--- src/rtl/link_ctrl_pkg.sv ---
/*
 * Shared constants and types for the per-port link capability and link
 * control register block: offsets, field positions, reset values, timing.
 * Assumes a 100 MHz core clock and 32-bit AXI4-Lite configuration access.
 */
package link_ctrl_pkg;

  // ----------------------------------------------------------------
  // register map (byte addresses)
  // ----------------------------------------------------------------
  localparam int ADDR_W = 12;
  localparam logic [11:0] OFF_LINK_CAP = 12'h04c;
  localparam logic [11:0] OFF_LINK_CTL = 12'h050;
  localparam logic [11:0] OFF_SW_CTL = 12'h060;

  // ----------------------------------------------------------------
  // field positions
  // ----------------------------------------------------------------
  localparam int CAP_BWN_POS = 21;
  localparam int CAP_PORT_LSB = 24;
  localparam int CTL_ASPM_LSB = 0;
  localparam int CTL_RCB_POS = 3;
  localparam int CTL_LINK_DISABLE_BIT_POS = 4;
  localparam int CTL_RETRAIN_POS = 5;
  localparam int CTL_COMMON_REFCLK_CONFIG_POS = 6;
  localparam int CTL_LBWIE_POS = 10;
  localparam int CTL_LABWIE_POS = 11;
  localparam int SW_UNLOCK_POS = 0;

  // ----------------------------------------------------------------
  // encodings and reset values
  // ----------------------------------------------------------------
  localparam logic [1:0] ASPM_OFF = 2'h0;
  localparam logic [1:0] ASPM_L0S = 2'h1;
  localparam logic [1:0] ASPM_L1 = 2'h2;
  localparam logic [1:0] ASPM_L0S_L1 = 2'h3;
  localparam logic [1:0] RESP_OKAY = 2'h0;
  localparam logic [1:0] RESP_SLVERR = 2'h2;

  // ----------------------------------------------------------------
  // timing
  // ----------------------------------------------------------------
  localparam int CLK_PERIOD_NS = 10;
  localparam int RETRAIN_DELAY_NS = 1000000;
  localparam int RETRAIN_DELAY_CYC = RETRAIN_DELAY_NS / CLK_PERIOD_NS;

  // link control settings as seen by the training logic
  typedef struct packed {
    logic lab_int_en;
    logic lbw_int_en;
    logic common_clk;
    logic link_dis;
    logic [1:0] aspm;
  } link_ctl_t;

  localparam link_ctl_t CTL_RESET = '{1'b0, 1'b0, 1'b0, 1'b0, ASPM_OFF};

  // retrain sequencer, gray coded along idle-wait-delay-fire
  typedef enum logic [1:0] {
    RT_IDLE = 2'h0,
    RT_WAIT_RESP = 2'h1,
    RT_DELAY = 2'h3,
    RT_FIRE = 2'h2
  } rt_state_t;

endpackage

--- src/rtl/link_ctrl_regs.sv ---
/*
 * Link capability and link control registers of one switch port, reached
 * over AXI4-Lite, plus the retrain request towards link training.
 * Assumes the training logic runs on aclk and reports Recovery or
 * Configuration as a level; eeprom load strobe comes from same clock.
 */
`timescale 1ns/1ps

// Functional notes
// - bandwidth notify capable: downstream one, upstream zero
// - capability top byte reports port number
// - aspm field: off, L0s, L1, both
// - aspm resets off, eeprom load may override
// - L0s enable governs transmitter only
// - read completion boundary hardwired zero
// - link disable acts downstream; upstream keeps zero
// - writing retrain one starts recovery
// - retrain bit always reads zero
// - retrain write may update other fields
// - changes deferred if retrain written while training busy
// - upstream retrain ignored while unlock clear
// - unlocked upstream retrain fires after 1 ms
// - write response precedes retrain effect
// - common clock bit read-write, reset zero
// - bandwidth interrupt enables zero without capability
module link_ctrl_regs
  import link_ctrl_pkg::*;
#(
  parameter int unsigned PORT_NUM = 0,
  parameter int unsigned RETRAIN_DELAY = RETRAIN_DELAY_CYC
) (
  input wire logic aclk,
  input wire logic aresetn,
  input wire logic [ADDR_W-1:0] awaddr,
  input wire logic [2:0] awprot,
  input wire logic awvalid,
  output logic awready,
  input wire logic [31:0] wdata,
  input wire logic [3:0] wstrb,
  input wire logic wvalid,
  output logic wready,
  output logic [1:0] bresp,
  output logic bvalid,
  input wire logic bready,
  input wire logic [ADDR_W-1:0] araddr,
  input wire logic [2:0] arprot,
  input wire logic arvalid,
  output logic arready,
  output logic [31:0] rdata,
  output logic [1:0] rresp,
  output logic rvalid,
  input wire logic rready,
  input wire logic eeprom_aspm_load,
  input wire logic [1:0] eeprom_aspm,
  input wire logic ltssm_recov_or_cfg,
  output link_ctl_t ctl_applied,
  output logic tx_l0s_entry_en,
  output logic l1_entry_en,
  output logic retrain_req
);

  // ----------------------------------------------------------------
  // port identity
  // ----------------------------------------------------------------
  // port 0 is the upstream port of the switch
  localparam logic UPSTREAM = (PORT_NUM == 0);
  localparam logic BWN_CAP = !UPSTREAM;
  localparam int DLY_W = $clog2(RETRAIN_DELAY + 1);
  localparam logic [DLY_W-1:0] DLY_LOAD = DLY_W'(RETRAIN_DELAY - 1);

  // port number in top byte, capability bit
  localparam logic [31:0] CAP_WORD =
    (32'(PORT_NUM & 8'hff) << CAP_PORT_LSB) |
    (32'(BWN_CAP) << CAP_BWN_POS);

  // ----------------------------------------------------------------
  // state
  // ----------------------------------------------------------------
  logic aw_have_q, aw_have_d, w_have_q, w_have_d;
  logic [ADDR_W-1:0] waddr_q, waddr_d;
  logic [31:0] wdata_q, wdata_d;
  logic [3:0] wstrb_q, wstrb_d;
  logic bvalid_q, bvalid_d, rvalid_q, rvalid_d;
  logic [1:0] bresp_q, bresp_d, rresp_q, rresp_d;
  logic [31:0] rdata_q, rdata_d;
  link_ctl_t ctl_q, ctl_d, appl_q, appl_d;
  logic unlock_q, unlock_d, defer_q, defer_d;
  rt_state_t rt_q, rt_d;
  logic [DLY_W-1:0] dly_q, dly_d;

  logic aw_hs, w_hs, ar_hs, do_wr, retrain_wr;
  logic [ADDR_W-1:0] wa;
  logic [31:0] wd;
  logic [3:0] ws;
  logic [15:0] ctl_word;

  // ----------------------------------------------------------------
  // bus handshakes
  // ----------------------------------------------------------------
  // one write in flight: both channels stall until the response drains
  assign awready = !aw_have_q && !bvalid_q;
  assign wready = !w_have_q && !bvalid_q;
  assign arready = !rvalid_q;
  assign aw_hs = awvalid && awready;
  assign w_hs = wvalid && wready;
  assign ar_hs = arvalid && arready;
  assign wa = aw_hs ? awaddr : waddr_q;
  assign wd = w_hs ? wdata : wdata_q;
  assign ws = w_hs ? wstrb : wstrb_q;
  assign do_wr = (aw_have_q || aw_hs) && (w_have_q || w_hs);

  // ----------------------------------------------------------------
  // readback image of link control
  // ----------------------------------------------------------------
  always_comb begin
    ctl_word = 16'h0000;
    ctl_word[CTL_ASPM_LSB +: 2] = ctl_q.aspm;
    ctl_word[CTL_RCB_POS] = 1'b0;
    ctl_word[CTL_LINK_DISABLE_BIT_POS] = ctl_q.link_dis;
    ctl_word[CTL_RETRAIN_POS] = 1'b0;
    ctl_word[CTL_COMMON_REFCLK_CONFIG_POS] = ctl_q.common_clk;
    ctl_word[CTL_LBWIE_POS] = ctl_q.lbw_int_en;
    ctl_word[CTL_LABWIE_POS] = ctl_q.lab_int_en;
  end

  // ----------------------------------------------------------------
  // write channel and register updates
  // ----------------------------------------------------------------
  always_comb begin
    aw_have_d = (aw_have_q || aw_hs) && !do_wr;
    w_have_d = (w_have_q || w_hs) && !do_wr;
    waddr_d = wa;
    wdata_d = wd;
    wstrb_d = ws;
    bvalid_d = do_wr || (bvalid_q && !bready);
    bresp_d = bresp_q;
    ctl_d = ctl_q;
    unlock_d = unlock_q;
    retrain_wr = 1'b0;
    // eeprom value replaces reset default; software write wins
    if (eeprom_aspm_load) begin
      ctl_d.aspm = eeprom_aspm;
    end
    if (do_wr) begin
      bresp_d = RESP_OKAY;
      if (wa[ADDR_W-1:2] == OFF_LINK_CTL[ADDR_W-1:2]) begin
        if (ws[0]) begin
          ctl_d.aspm = wd[CTL_ASPM_LSB +: 2];
          // link disable only on downstream ports
          ctl_d.link_dis = !UPSTREAM && wd[CTL_LINK_DISABLE_BIT_POS];
          ctl_d.common_clk = wd[CTL_COMMON_REFCLK_CONFIG_POS];
          retrain_wr = wd[CTL_RETRAIN_POS] && (!UPSTREAM || unlock_q);
        end
        if (ws[1]) begin
          ctl_d.lbw_int_en = BWN_CAP && wd[CTL_LBWIE_POS];
          ctl_d.lab_int_en = BWN_CAP && wd[CTL_LABWIE_POS];
        end
      end else if (wa[ADDR_W-1:2] == OFF_SW_CTL[ADDR_W-1:2]) begin
        if (ws[0]) begin
          unlock_d = wd[SW_UNLOCK_POS];
        end
      end else if (wa[ADDR_W-1:2] != OFF_LINK_CAP[ADDR_W-1:2]) begin
        bresp_d = RESP_SLVERR; // unmapped
      end
    end
  end

  // ----------------------------------------------------------------
  // read channel
  // ----------------------------------------------------------------
  always_comb begin
    rvalid_d = ar_hs || (rvalid_q && !rready);
    rdata_d = rdata_q;
    rresp_d = rresp_q;
    if (ar_hs) begin
      rresp_d = RESP_OKAY;
      if (araddr[ADDR_W-1:2] == OFF_LINK_CAP[ADDR_W-1:2]) begin
        rdata_d = CAP_WORD;
      end else if (araddr[ADDR_W-1:2] == OFF_LINK_CTL[ADDR_W-1:2]) begin
        rdata_d = {16'h0000, ctl_word};
      end else if (araddr[ADDR_W-1:2] == OFF_SW_CTL[ADDR_W-1:2]) begin
        rdata_d = {31'h00000000, unlock_q};
      end else begin
        rdata_d = 32'h00000000;
        rresp_d = RESP_SLVERR;
      end
    end
  end

  // ----------------------------------------------------------------
  // retrain sequencer
  // ----------------------------------------------------------------
  // the request waits for the write response to be taken, so the
  // requester always sees its completion before the link drops.
  // a second retrain while one is pending merges into it.
  always_comb begin
    rt_d = rt_q;
    dly_d = dly_q;
    case (rt_q)
      RT_IDLE: begin
        if (retrain_wr) begin
          rt_d = RT_WAIT_RESP;
        end
      end
      RT_WAIT_RESP: begin
        if (bvalid_q && bready) begin
          if (UPSTREAM) begin
            rt_d = RT_DELAY;
            dly_d = DLY_LOAD;
          end else begin
            rt_d = RT_FIRE;
          end
        end
      end
      RT_DELAY: begin
        if (dly_q == '0) begin
          rt_d = RT_FIRE;
        end else begin
          dly_d = dly_q - 1'b1;
        end
      end
      RT_FIRE: begin
        // a retrain taken during the pulse must not be lost
        if (retrain_wr) begin
          rt_d = RT_WAIT_RESP;
        end else begin
          rt_d = RT_IDLE;
        end
      end
      default: begin
        rt_d = RT_IDLE;
      end
    endcase
  end

  // ----------------------------------------------------------------
  // settings handed to the training logic
  // ----------------------------------------------------------------
  // freeze applied settings from a retrain write taken while training busy until its pulse
  always_comb begin
    defer_d = defer_q;
    appl_d = defer_q ? appl_q : ctl_q;
    if (rt_q == RT_FIRE) begin
      defer_d = 1'b0;
      appl_d = ctl_q;
    end
    // a new deferral in the pulse cycle wins over the clear
    if (retrain_wr && ltssm_recov_or_cfg) begin
      defer_d = 1'b1;
    end
  end

  // ----------------------------------------------------------------
  // registers
  // ----------------------------------------------------------------
  always_ff @(posedge aclk) begin
    if (!aresetn) begin
      aw_have_q <= 1'b0;
      w_have_q <= 1'b0;
      waddr_q <= '0;
      wdata_q <= 32'h00000000;
      wstrb_q <= 4'h0;
      bvalid_q <= 1'b0;
      bresp_q <= RESP_OKAY;
      rvalid_q <= 1'b0;
      rresp_q <= RESP_OKAY;
      rdata_q <= 32'h00000000;
      // aspm off at reset, common clock zero
      ctl_q <= CTL_RESET;
      appl_q <= CTL_RESET;
      unlock_q <= 1'b0;
      defer_q <= 1'b0;
      rt_q <= RT_IDLE;
      dly_q <= '0;
    end else begin
      aw_have_q <= aw_have_d;
      w_have_q <= w_have_d;
      waddr_q <= waddr_d;
      wdata_q <= wdata_d;
      wstrb_q <= wstrb_d;
      bvalid_q <= bvalid_d;
      bresp_q <= bresp_d;
      rvalid_q <= rvalid_d;
      rresp_q <= rresp_d;
      rdata_q <= rdata_d;
      ctl_q <= ctl_d;
      appl_q <= appl_d;
      unlock_q <= unlock_d;
      defer_q <= defer_d;
      rt_q <= rt_d;
      dly_q <= dly_d;
    end
  end

  // ----------------------------------------------------------------
  // outputs
  // ----------------------------------------------------------------
  assign bvalid = bvalid_q;
  assign bresp = bresp_q;
  assign rvalid = rvalid_q;
  assign rresp = rresp_q;
  assign rdata = rdata_q;
  assign ctl_applied = appl_q;
  assign tx_l0s_entry_en = appl_q.aspm[0];
  assign l1_entry_en = appl_q.aspm[1];
  assign retrain_req = (rt_q == RT_FIRE);

endmodule

--- config.mk ---
export PLATFORM = sky130hd
export DESIGN_NAME = link_ctrl_regs
export DESIGN_NICKNAME = d
export VERILOG_FILES = /design/src/rtl/link_ctrl_pkg.sv /design/src/rtl/link_ctrl_regs.sv
export SDC_FILE = /design/constraint.sdc
export NUM_CORES = 1
export LEC_CHECK = 0
export ABC_AREA = 1
export BUFFER_PORTS_ARGS = -buffer_cell sky130_fd_sc_hd__clkbuf_2
export CORE_MARGIN = 1
export CORE_UTILIZATION = 40
export DETAILED_ROUTE_END_ITERATION = 12
export GPL_TIMING_DRIVEN = 0
export HOLD_SLACK_MARGIN = 0.15
export PLACE_DENSITY = 0.68
export SYNTH_ARGS = -nofsm -noshare
export SYNTH_HDL_FRONTEND = slang
export SYNTH_SLANG_ARGS = --single-unit
--- constraint.sdc ---
create_clock -name aclk -period 4 [get_ports aclk]
set_input_delay 0.4 -clock aclk [delete_from_list [all_inputs] [get_ports aclk]]
set_output_delay 0.4 -clock aclk [all_outputs]
set_load 0.01 [all_outputs]
Word-level counts from Yosys, hierarchy flattened
Index checks and enable logic that the tools add are counted.
{"block": "classes", "addsub": 1, "eq_ne": 14, "mux": 31, "bitwise_logic": 1, "reduce_logical": 32}
{"op": "10-bit by 5-bit == test with 1-bit output (second input constant)", "count": 5}
{"op": "17-bit two-way mux", "count": 2}
{"op": "17-bit one-hot mux with 2 select lines", "count": 1}
{"op": "2-bit two-way mux", "count": 13}
{"op": "7-bit two-way mux", "count": 3}
{"op": "17-bit zero test", "count": 1}
{"op": "17-bit by 1-bit subtractor with 17-bit output (second input constant)", "count": 1}
{"op": "1-bit logical AND", "count": 13}
{"op": "12-bit two-way mux", "count": 1}
{"op": "6-bit two-way mux", "count": 2}
{"op": "10-bit by 5-bit inequality test with 1-bit output (second input constant)", "count": 1}
{"op": "2-bit inequality test (second input constant)", "count": 5}
{"op": "3-bit AND reduction", "count": 3}
{"op": "1-bit two-way mux", "count": 8}
{"op": "2-bit one-hot mux with 4 select lines", "count": 1}
{"op": "1-bit zero test", "count": 7}
{"op": "2-bit == test (second input constant)", "count": 2}
{"op": "1-bit logical OR", "count": 4}
{"op": "4-bit AND reduction", "count": 1}
{"op": "2-bit nonzero test", "count": 2}
{"op": "2-bit by 1-bit == test with 1-bit output (second input constant)", "count": 1}
{"op": "2-bit zero test", "count": 1}
{"op": "1-bit inverter", "count": 1}
{"block": "totals", "register_bits": 90, "inputBits": 77, "output_inout_bits": 50, "word_cells": 102}

Logic depth before layout (Yosys ltp)
{"block": "depth", "ltp_word": 10, "ltp_mapped": 13, "ltp_nobuf": 12}

Least setup slack after synthesis
No wires, ideal clock.
{"block": "synth_path", "path_type": "register -> register", "startpoint": "register bvalid_q, in the netlist bvalid", "endpoint": "register bresp_q[1], in the netlist bresp[1]", "setup_ns": 0.128, "t_arrival_ns": 1.482, "slack_ns": 2.390, "path_stages_with_launch": 12, "synth_period_minus_slack_ns": 1.610, "cell_sequence": "dfxtp_1 nor2_4 nand2_4 buf_12 o21ai_4 nand2_4 nor2_1 nand3_1 nand2_1 nor2_1 nor2_1 nor2_1"}
{"block": "synth_via", "elab_chain_len": 8}
{"item": "from (decl)", "line_no": "link_ctrl_regs.sv:83", "text": "logic bvalid_q, bvalid_d, rvalid_q, rvalid_d;"}
{"item": "from (signal assigned)", "line_no": "link_ctrl_regs.sv:281", "text": "bvalid_q <= bvalid_d;"}
{"item": "1-bit zero test (*)", "line_no": "link_ctrl_regs.sv:101", "text": "assign awready = !aw_have_q && !bvalid_q;"}
{"item": "1-bit logical AND (*)", "line_no": "link_ctrl_regs.sv:101"}
{"item": "named net awready", "line_no": "link_ctrl_regs.sv:37", "text": "output logic awready,"}
{"item": "1-bit logical AND (*)", "line_no": "link_ctrl_regs.sv:104", "text": "assign aw_hs = awvalid && awready;"}
{"item": "12-bit two-way mux", "line_no": "link_ctrl_regs.sv:107", "text": "assign wa = aw_hs ? awaddr : waddr_q;"}
{"item": "10-bit by 5-bit inequality test with 1-bit output", "line_no": "link_ctrl_regs.sv:162", "text": "end else if (wa[ADDR_W-1:2] != OFF_LINK_CAP[ADDR_W-1:2]) begin"}
{"item": "2-bit two-way mux", "line_no": "link_ctrl_regs.sv:162"}
{"item": "2-bit two-way mux", "line_no": "link_ctrl_regs.sv:158", "text": "end else if (wa[ADDR_W-1:2] == OFF_SW_CTL[ADDR_W-1:2]) begin"}
{"item": "2-bit two-way mux", "line_no": "link_ctrl_regs.sv:146", "text": "if (wa[ADDR_W-1:2] == OFF_LINK_CTL[ADDR_W-1:2]) begin"}
{"item": "to (signal assigned)", "line_no": "link_ctrl_regs.sv:282", "text": "bresp_q <= bresp_d;"}
{"item": "to (decl)", "line_no": "link_ctrl_regs.sv:84", "text": "logic [1:0] bresp_q, bresp_d, rresp_q, rresp_d;"}
Mark *: on every way through the listed nets, which the timed path passes. The rest lies on a longest branch.
A chain may end at the register's enable or synchronous reset.

Worst setup path in the final report
{"block": "layout_path", "startpoint": "register dly_q[0]", "endpoint": "register dly_q[16]"}
{"block": "layout_via", "elab_chain_len": 3}
{"item": "from (decl)", "line_no": "link_ctrl_regs.sv:89", "text": "logic [DLY_W-1:0] dly_q, dly_d;"}
{"item": "from (signal assigned)", "line_no": "link_ctrl_regs.sv:291", "text": "dly_q <= dly_d;"}
{"item": "17-bit by 1-bit subtractor with 17-bit output or 17-bit zero test (tied branches)", "line_no": "link_ctrl_regs.sv:219, link_ctrl_regs.sv:216"}
{"item": "17-bit two-way mux or 2-bit inequality test (tied branches)"}
{"item": "17-bit one-hot mux with 2 select lines or 3-bit AND reduction (tied branches)"}
Parallel ways exist; a longest one is shown, timed or not. The select of a mux whose other input is x is not followed.

==> flow_metrics.py <==
metrics = {
    "timing": {
        "worst_slew_pin_slew_ns": 0.530,
        "setup_viol": 0,
        "fin_tns_setup_ns": 0,
        "fin_ws_ns": 2.13,
        "fmax_mhz": 536,
        "rsz0062_at_grt": "false",
        "hold_viol_final": 0,
        "period_needed_ns": 1.87,
        "worst_clock_skew_ns": 0.0126,
        "max_slew_margin": 0.647,
        "min_period_over_period": 0.466,
        "drv_slew": 0,
    },
    "placed_design": {
        "io_buffers": 50,
        "placed_cells": 609,
        "place_worst_setup_slack_ns": 2.15,
        "hpwl_um": 4980,
        "gp_congestion": 0.852,
        "postPlaceCellArea_um2": 3520,
    },
    "setup_path": {
        "required_ns": 4.18,
        "reg2reg_slack_ns": 2.13,
        "crit_fanout": 10,
        "r2r_start": "dly_q[0]$_SDFFE_PN0P_",
        "endpoint_kind": "flop",
        "r2r_end": "dly_q[16]$_SDFFE_PN0P_",
        "critPathArrivalTime_ns": 2.04,
        "critical_path_class": "flop to flop",
        "r2r_cells": 10,
        "cp-start-kind": "flop",
    },
    "pwr": {
        "share_seq_of_total_power": 0.475,
        "p_leak_nw": 1.89,
        "swShare": 0.287,
        "p_clk_frac": 0.310,
        "power.density_nw_per_um2": 315,
        "cell_internal_pwr_w": 0.000815,
        "share_comb_of_total_power": 0.216,
        "switchingPower_w": 0.000328,
        "ir_drop_uv": 180,
    },
    "global_route": {
        "track_usage": 0.172,
        "antenna_found_initial": 0,
        "first_global_vias": 2477,
        "grt_max_degree": 16,
        "overflow": 0,
        "grt_pass1_wl_um": 10800,
    },
    "floorplanning": {
        "rows": 31,
        "die-area_um2": 7920,
        "design.core.area_um2": 7290,
        "die_w_um": 89.0,
        "ios": 127,
        "die_h_um": 89.0,
        "start_util": 0.415,
    },
    "logic_synthesis": {
        "synth_area_um2": 3030,
        "avgSynthCellArea_um2": 7.09,
        "ys_seq_area_frac": 0.337,
        "synthCells": 427,
        "synth_seq_cells": 51,
        "synthDistinctLibCells": 37,
        "synth_xor_area_frac": 0.0376,
        "yosysWarningCount": 0,
        "synthMuxAreaShare": 0.00993,
        "yosys.area_share.simple": 0.335,
        "synth_compound_area_frac": 0.0943,
        "yosys.area_share.adder": 0.00827,
        "synth_top_family_by_area": "simple AND/OR/NAND/NOR gates",
    },
    "cells_and_area": {
        "final_common_cell": "nand2_1",
        "syn_to_final_growth_pct": 20.0,
        "final_cell_mix": "79 x nand2_1, 58 x nor2_1, 51 x dfxtp_1, 50 x clkbuf_2, 48 x inv_1",
        "final_area_um2": 3630,
        "drive_gt1_frac": 0.263,
        "fin_nets": 596,
        "postLayoutCoreUtil": 0.498,
        "final_cells": 616,
        "num-fill-cells": 749,
        "diodes": 0,
    },
    "clock_network": {
        "cts.repair.resized": 0,
        "clock_path_buffers": 2,
        "clock_latency_ns": 0.30,
        "htreeDepth": 2,
        "clk_pin_slew_ns": 0.10,
        "cts_buffers": 5,
        "numClockSinks": 51,
        "cts-root-buf": "clkbuf_8",
        "post-cts-setup-buffers": 0,
        "ctsHoldBuffers": 0,
        "tritoncts": "done",
    },
    "worst_hold_path": {
        "worstHoldPathCells": 3,
        "min-delay-start": "wdata[5]",
        "holdPathEnd": "wdata_q[5]$_SDFF_PN0_",
        "min_path_type": "primary input to flop",
    },
    "drt": {
        "vias_per_cell": 4.43,
        "drt-met1-wl_um": 3020,
        "wl_per_cell_um": 10.2,
        "drt_wl_total_um": 6260,
        "drt_iter0_markers": 55,
        "first_pass_iters": 4,
        "ant_nets": 0,
        "wl_met2_um": 2860,
        "drc_errors": 0,
        "top_layer_used": "met4",
        "wl_met3_um": 311,
        "dr_total_vias": 2726,
    },
    "run_status": {
        "outcome": "complete, no violations",
    },
    "job": {
        "maxCapViolCount": 0,
    },
}
## worst max-delay path by stage
stage,slack (ns),end,startpoint
after detailed placement,2.15,dly_q[16]$_SDFFE_PN0P_,dly_q[0]$_SDFFE_PN0P_
after global placement,2.16,dly_q[16]$_SDFFE_PN0P_,dly_q[0]$_SDFFE_PN0P_
after global routing,1.96,dly_q[16]$_SDFFE_PN0P_,dly_q[12]$_SDFFE_PN0P_
after floorplan,2.39,bresp[1]$_SDFFE_PN0N_,bvalid$_SDFF_PN0_
final,2.13,dly_q[16]$_SDFFE_PN0P_,dly_q[0]$_SDFFE_PN0P_
after CTS,2.13,dly_q[16]$_SDFFE_PN0P_,dly_q[0]$_SDFFE_PN0P_
## area by class of cell
type | count | area (um2) | area share
Tap cell | 99 | 124 | 0.0341
Buffer | 46 | 344 | 0.0948
Sequential cell | 51 | 1020 | 0.281
Clock inverter | 2 | 37.5 | 0.0103
Clock buffer | 5 | 68.8 | 0.0190
Multi-Input combinational cell | 313 | 1600 | 0.440
Timing Repair Buffer | 50 | 250 | 0.0689
Inverter | 50 | 188 | 0.0517
## synthesized netlist by cell type, drive strengths merged
cell | instances | area, um2
conb | 1 | 3.75
nand4 | 4 | 25.0
o21a | 1 | 7.51
clkbuf | 5 | 18.8
dfxtp | 51 | 1020
a21boi | 1 | 7.51
xor2 | 9 | 78.8
nor2 | 66 | 307
or2 | 5 | 31.3
nand2 | 99 | 447
inv | 50 | 188
ha | 2 | 25.0
buf | 41 | 325
o22ai | 1 | 6.26
a211oi | 2 | 15.0
nand3b | 7 | 52.6
nor3b | 1 | 7.51
a32oi | 1 | 8.76
nor3 | 10 | 55.1
o21ai | 16 | 91.3
xnor2 | 4 | 35.0
mux2i | 3 | 30.0
a21oi | 29 | 149
nand3 | 18 | 90.1
## layer usage
metal,vias to the layer above,GRT usage
li1,1448,-
met2,74,0.312
met4,0,0.0476
met1,1197,0.213
met5,-,0
met3,7,0.0259
## state kept, by name, summed over array words and instances (netlist names)
name	flops
wstrb_q	1
rresp	1
dly_q	17
w_have_q	1
wdata_q	4
unlock_q	1
aw_have_q	1
bresp	1
ctl_q	3
ctl_applied	3
rdata	3
rvalid	1
defer_q	1
waddr_q	10
bvalid	1
rt_q	2
## power by group through the flow
| stage | clock network, W | registers, W | logic (W) |
|---|---|---|---|
| 6_report | 0.000354 | 0.000543 | 0.000247 |
| 5_1_grt | 0.000387 | 0.000546 | 0.000277 |
| 4_1_cts | 0.000366 | 0.000543 | 0.000249 |
| 3_5_place_dp | 0 | 0.000555 | 0.000247 |
| 3_3_place_gp | 0 | 0.000553 | 0.000243 |
| 2_1_floorplan | 0 | 0.000555 | 0.000189 |
## metrics by stage
| stage | hold slack (ns) | power, W |
|---|---|---|
| final | 0.353 | 0.00114 |
| after global routing | 0.357 | 0.00121 |
| after CTS | 0.351 | 0.00116 |
| after detailed placement | 0.458 | 0.000802 |
| after global placement | 0.451 | 0.000796 |
| after floorplan | 0.439 | 0.000744 |
## critical path: stages, from the launching register on
cell,delay (ns)
dfxtp_1,0.34
inv_1,0.14
ha_1,0.16
nand3_1,0.08
nor3_2,0.24
nor2_1,0.12
nor2_4,0.23
inv_2,0.10
buf_6,0.15
o21ai_0,0.08
a21oi_1,0.08
## kinds of logic (layout without fill, tap and decap cells)
family	count (synthesis)	after routing
adders and majority gates	2	2
muxes	3	3
other	1	34
and+or+nand+nor	210	210
DFF	51	51
xor gates and xnor gates	13	13
buffers and inverters	96	153
AOI/OAI and AO/OA	51	51
Note: power is estimated with default switching activity, not from simulation.
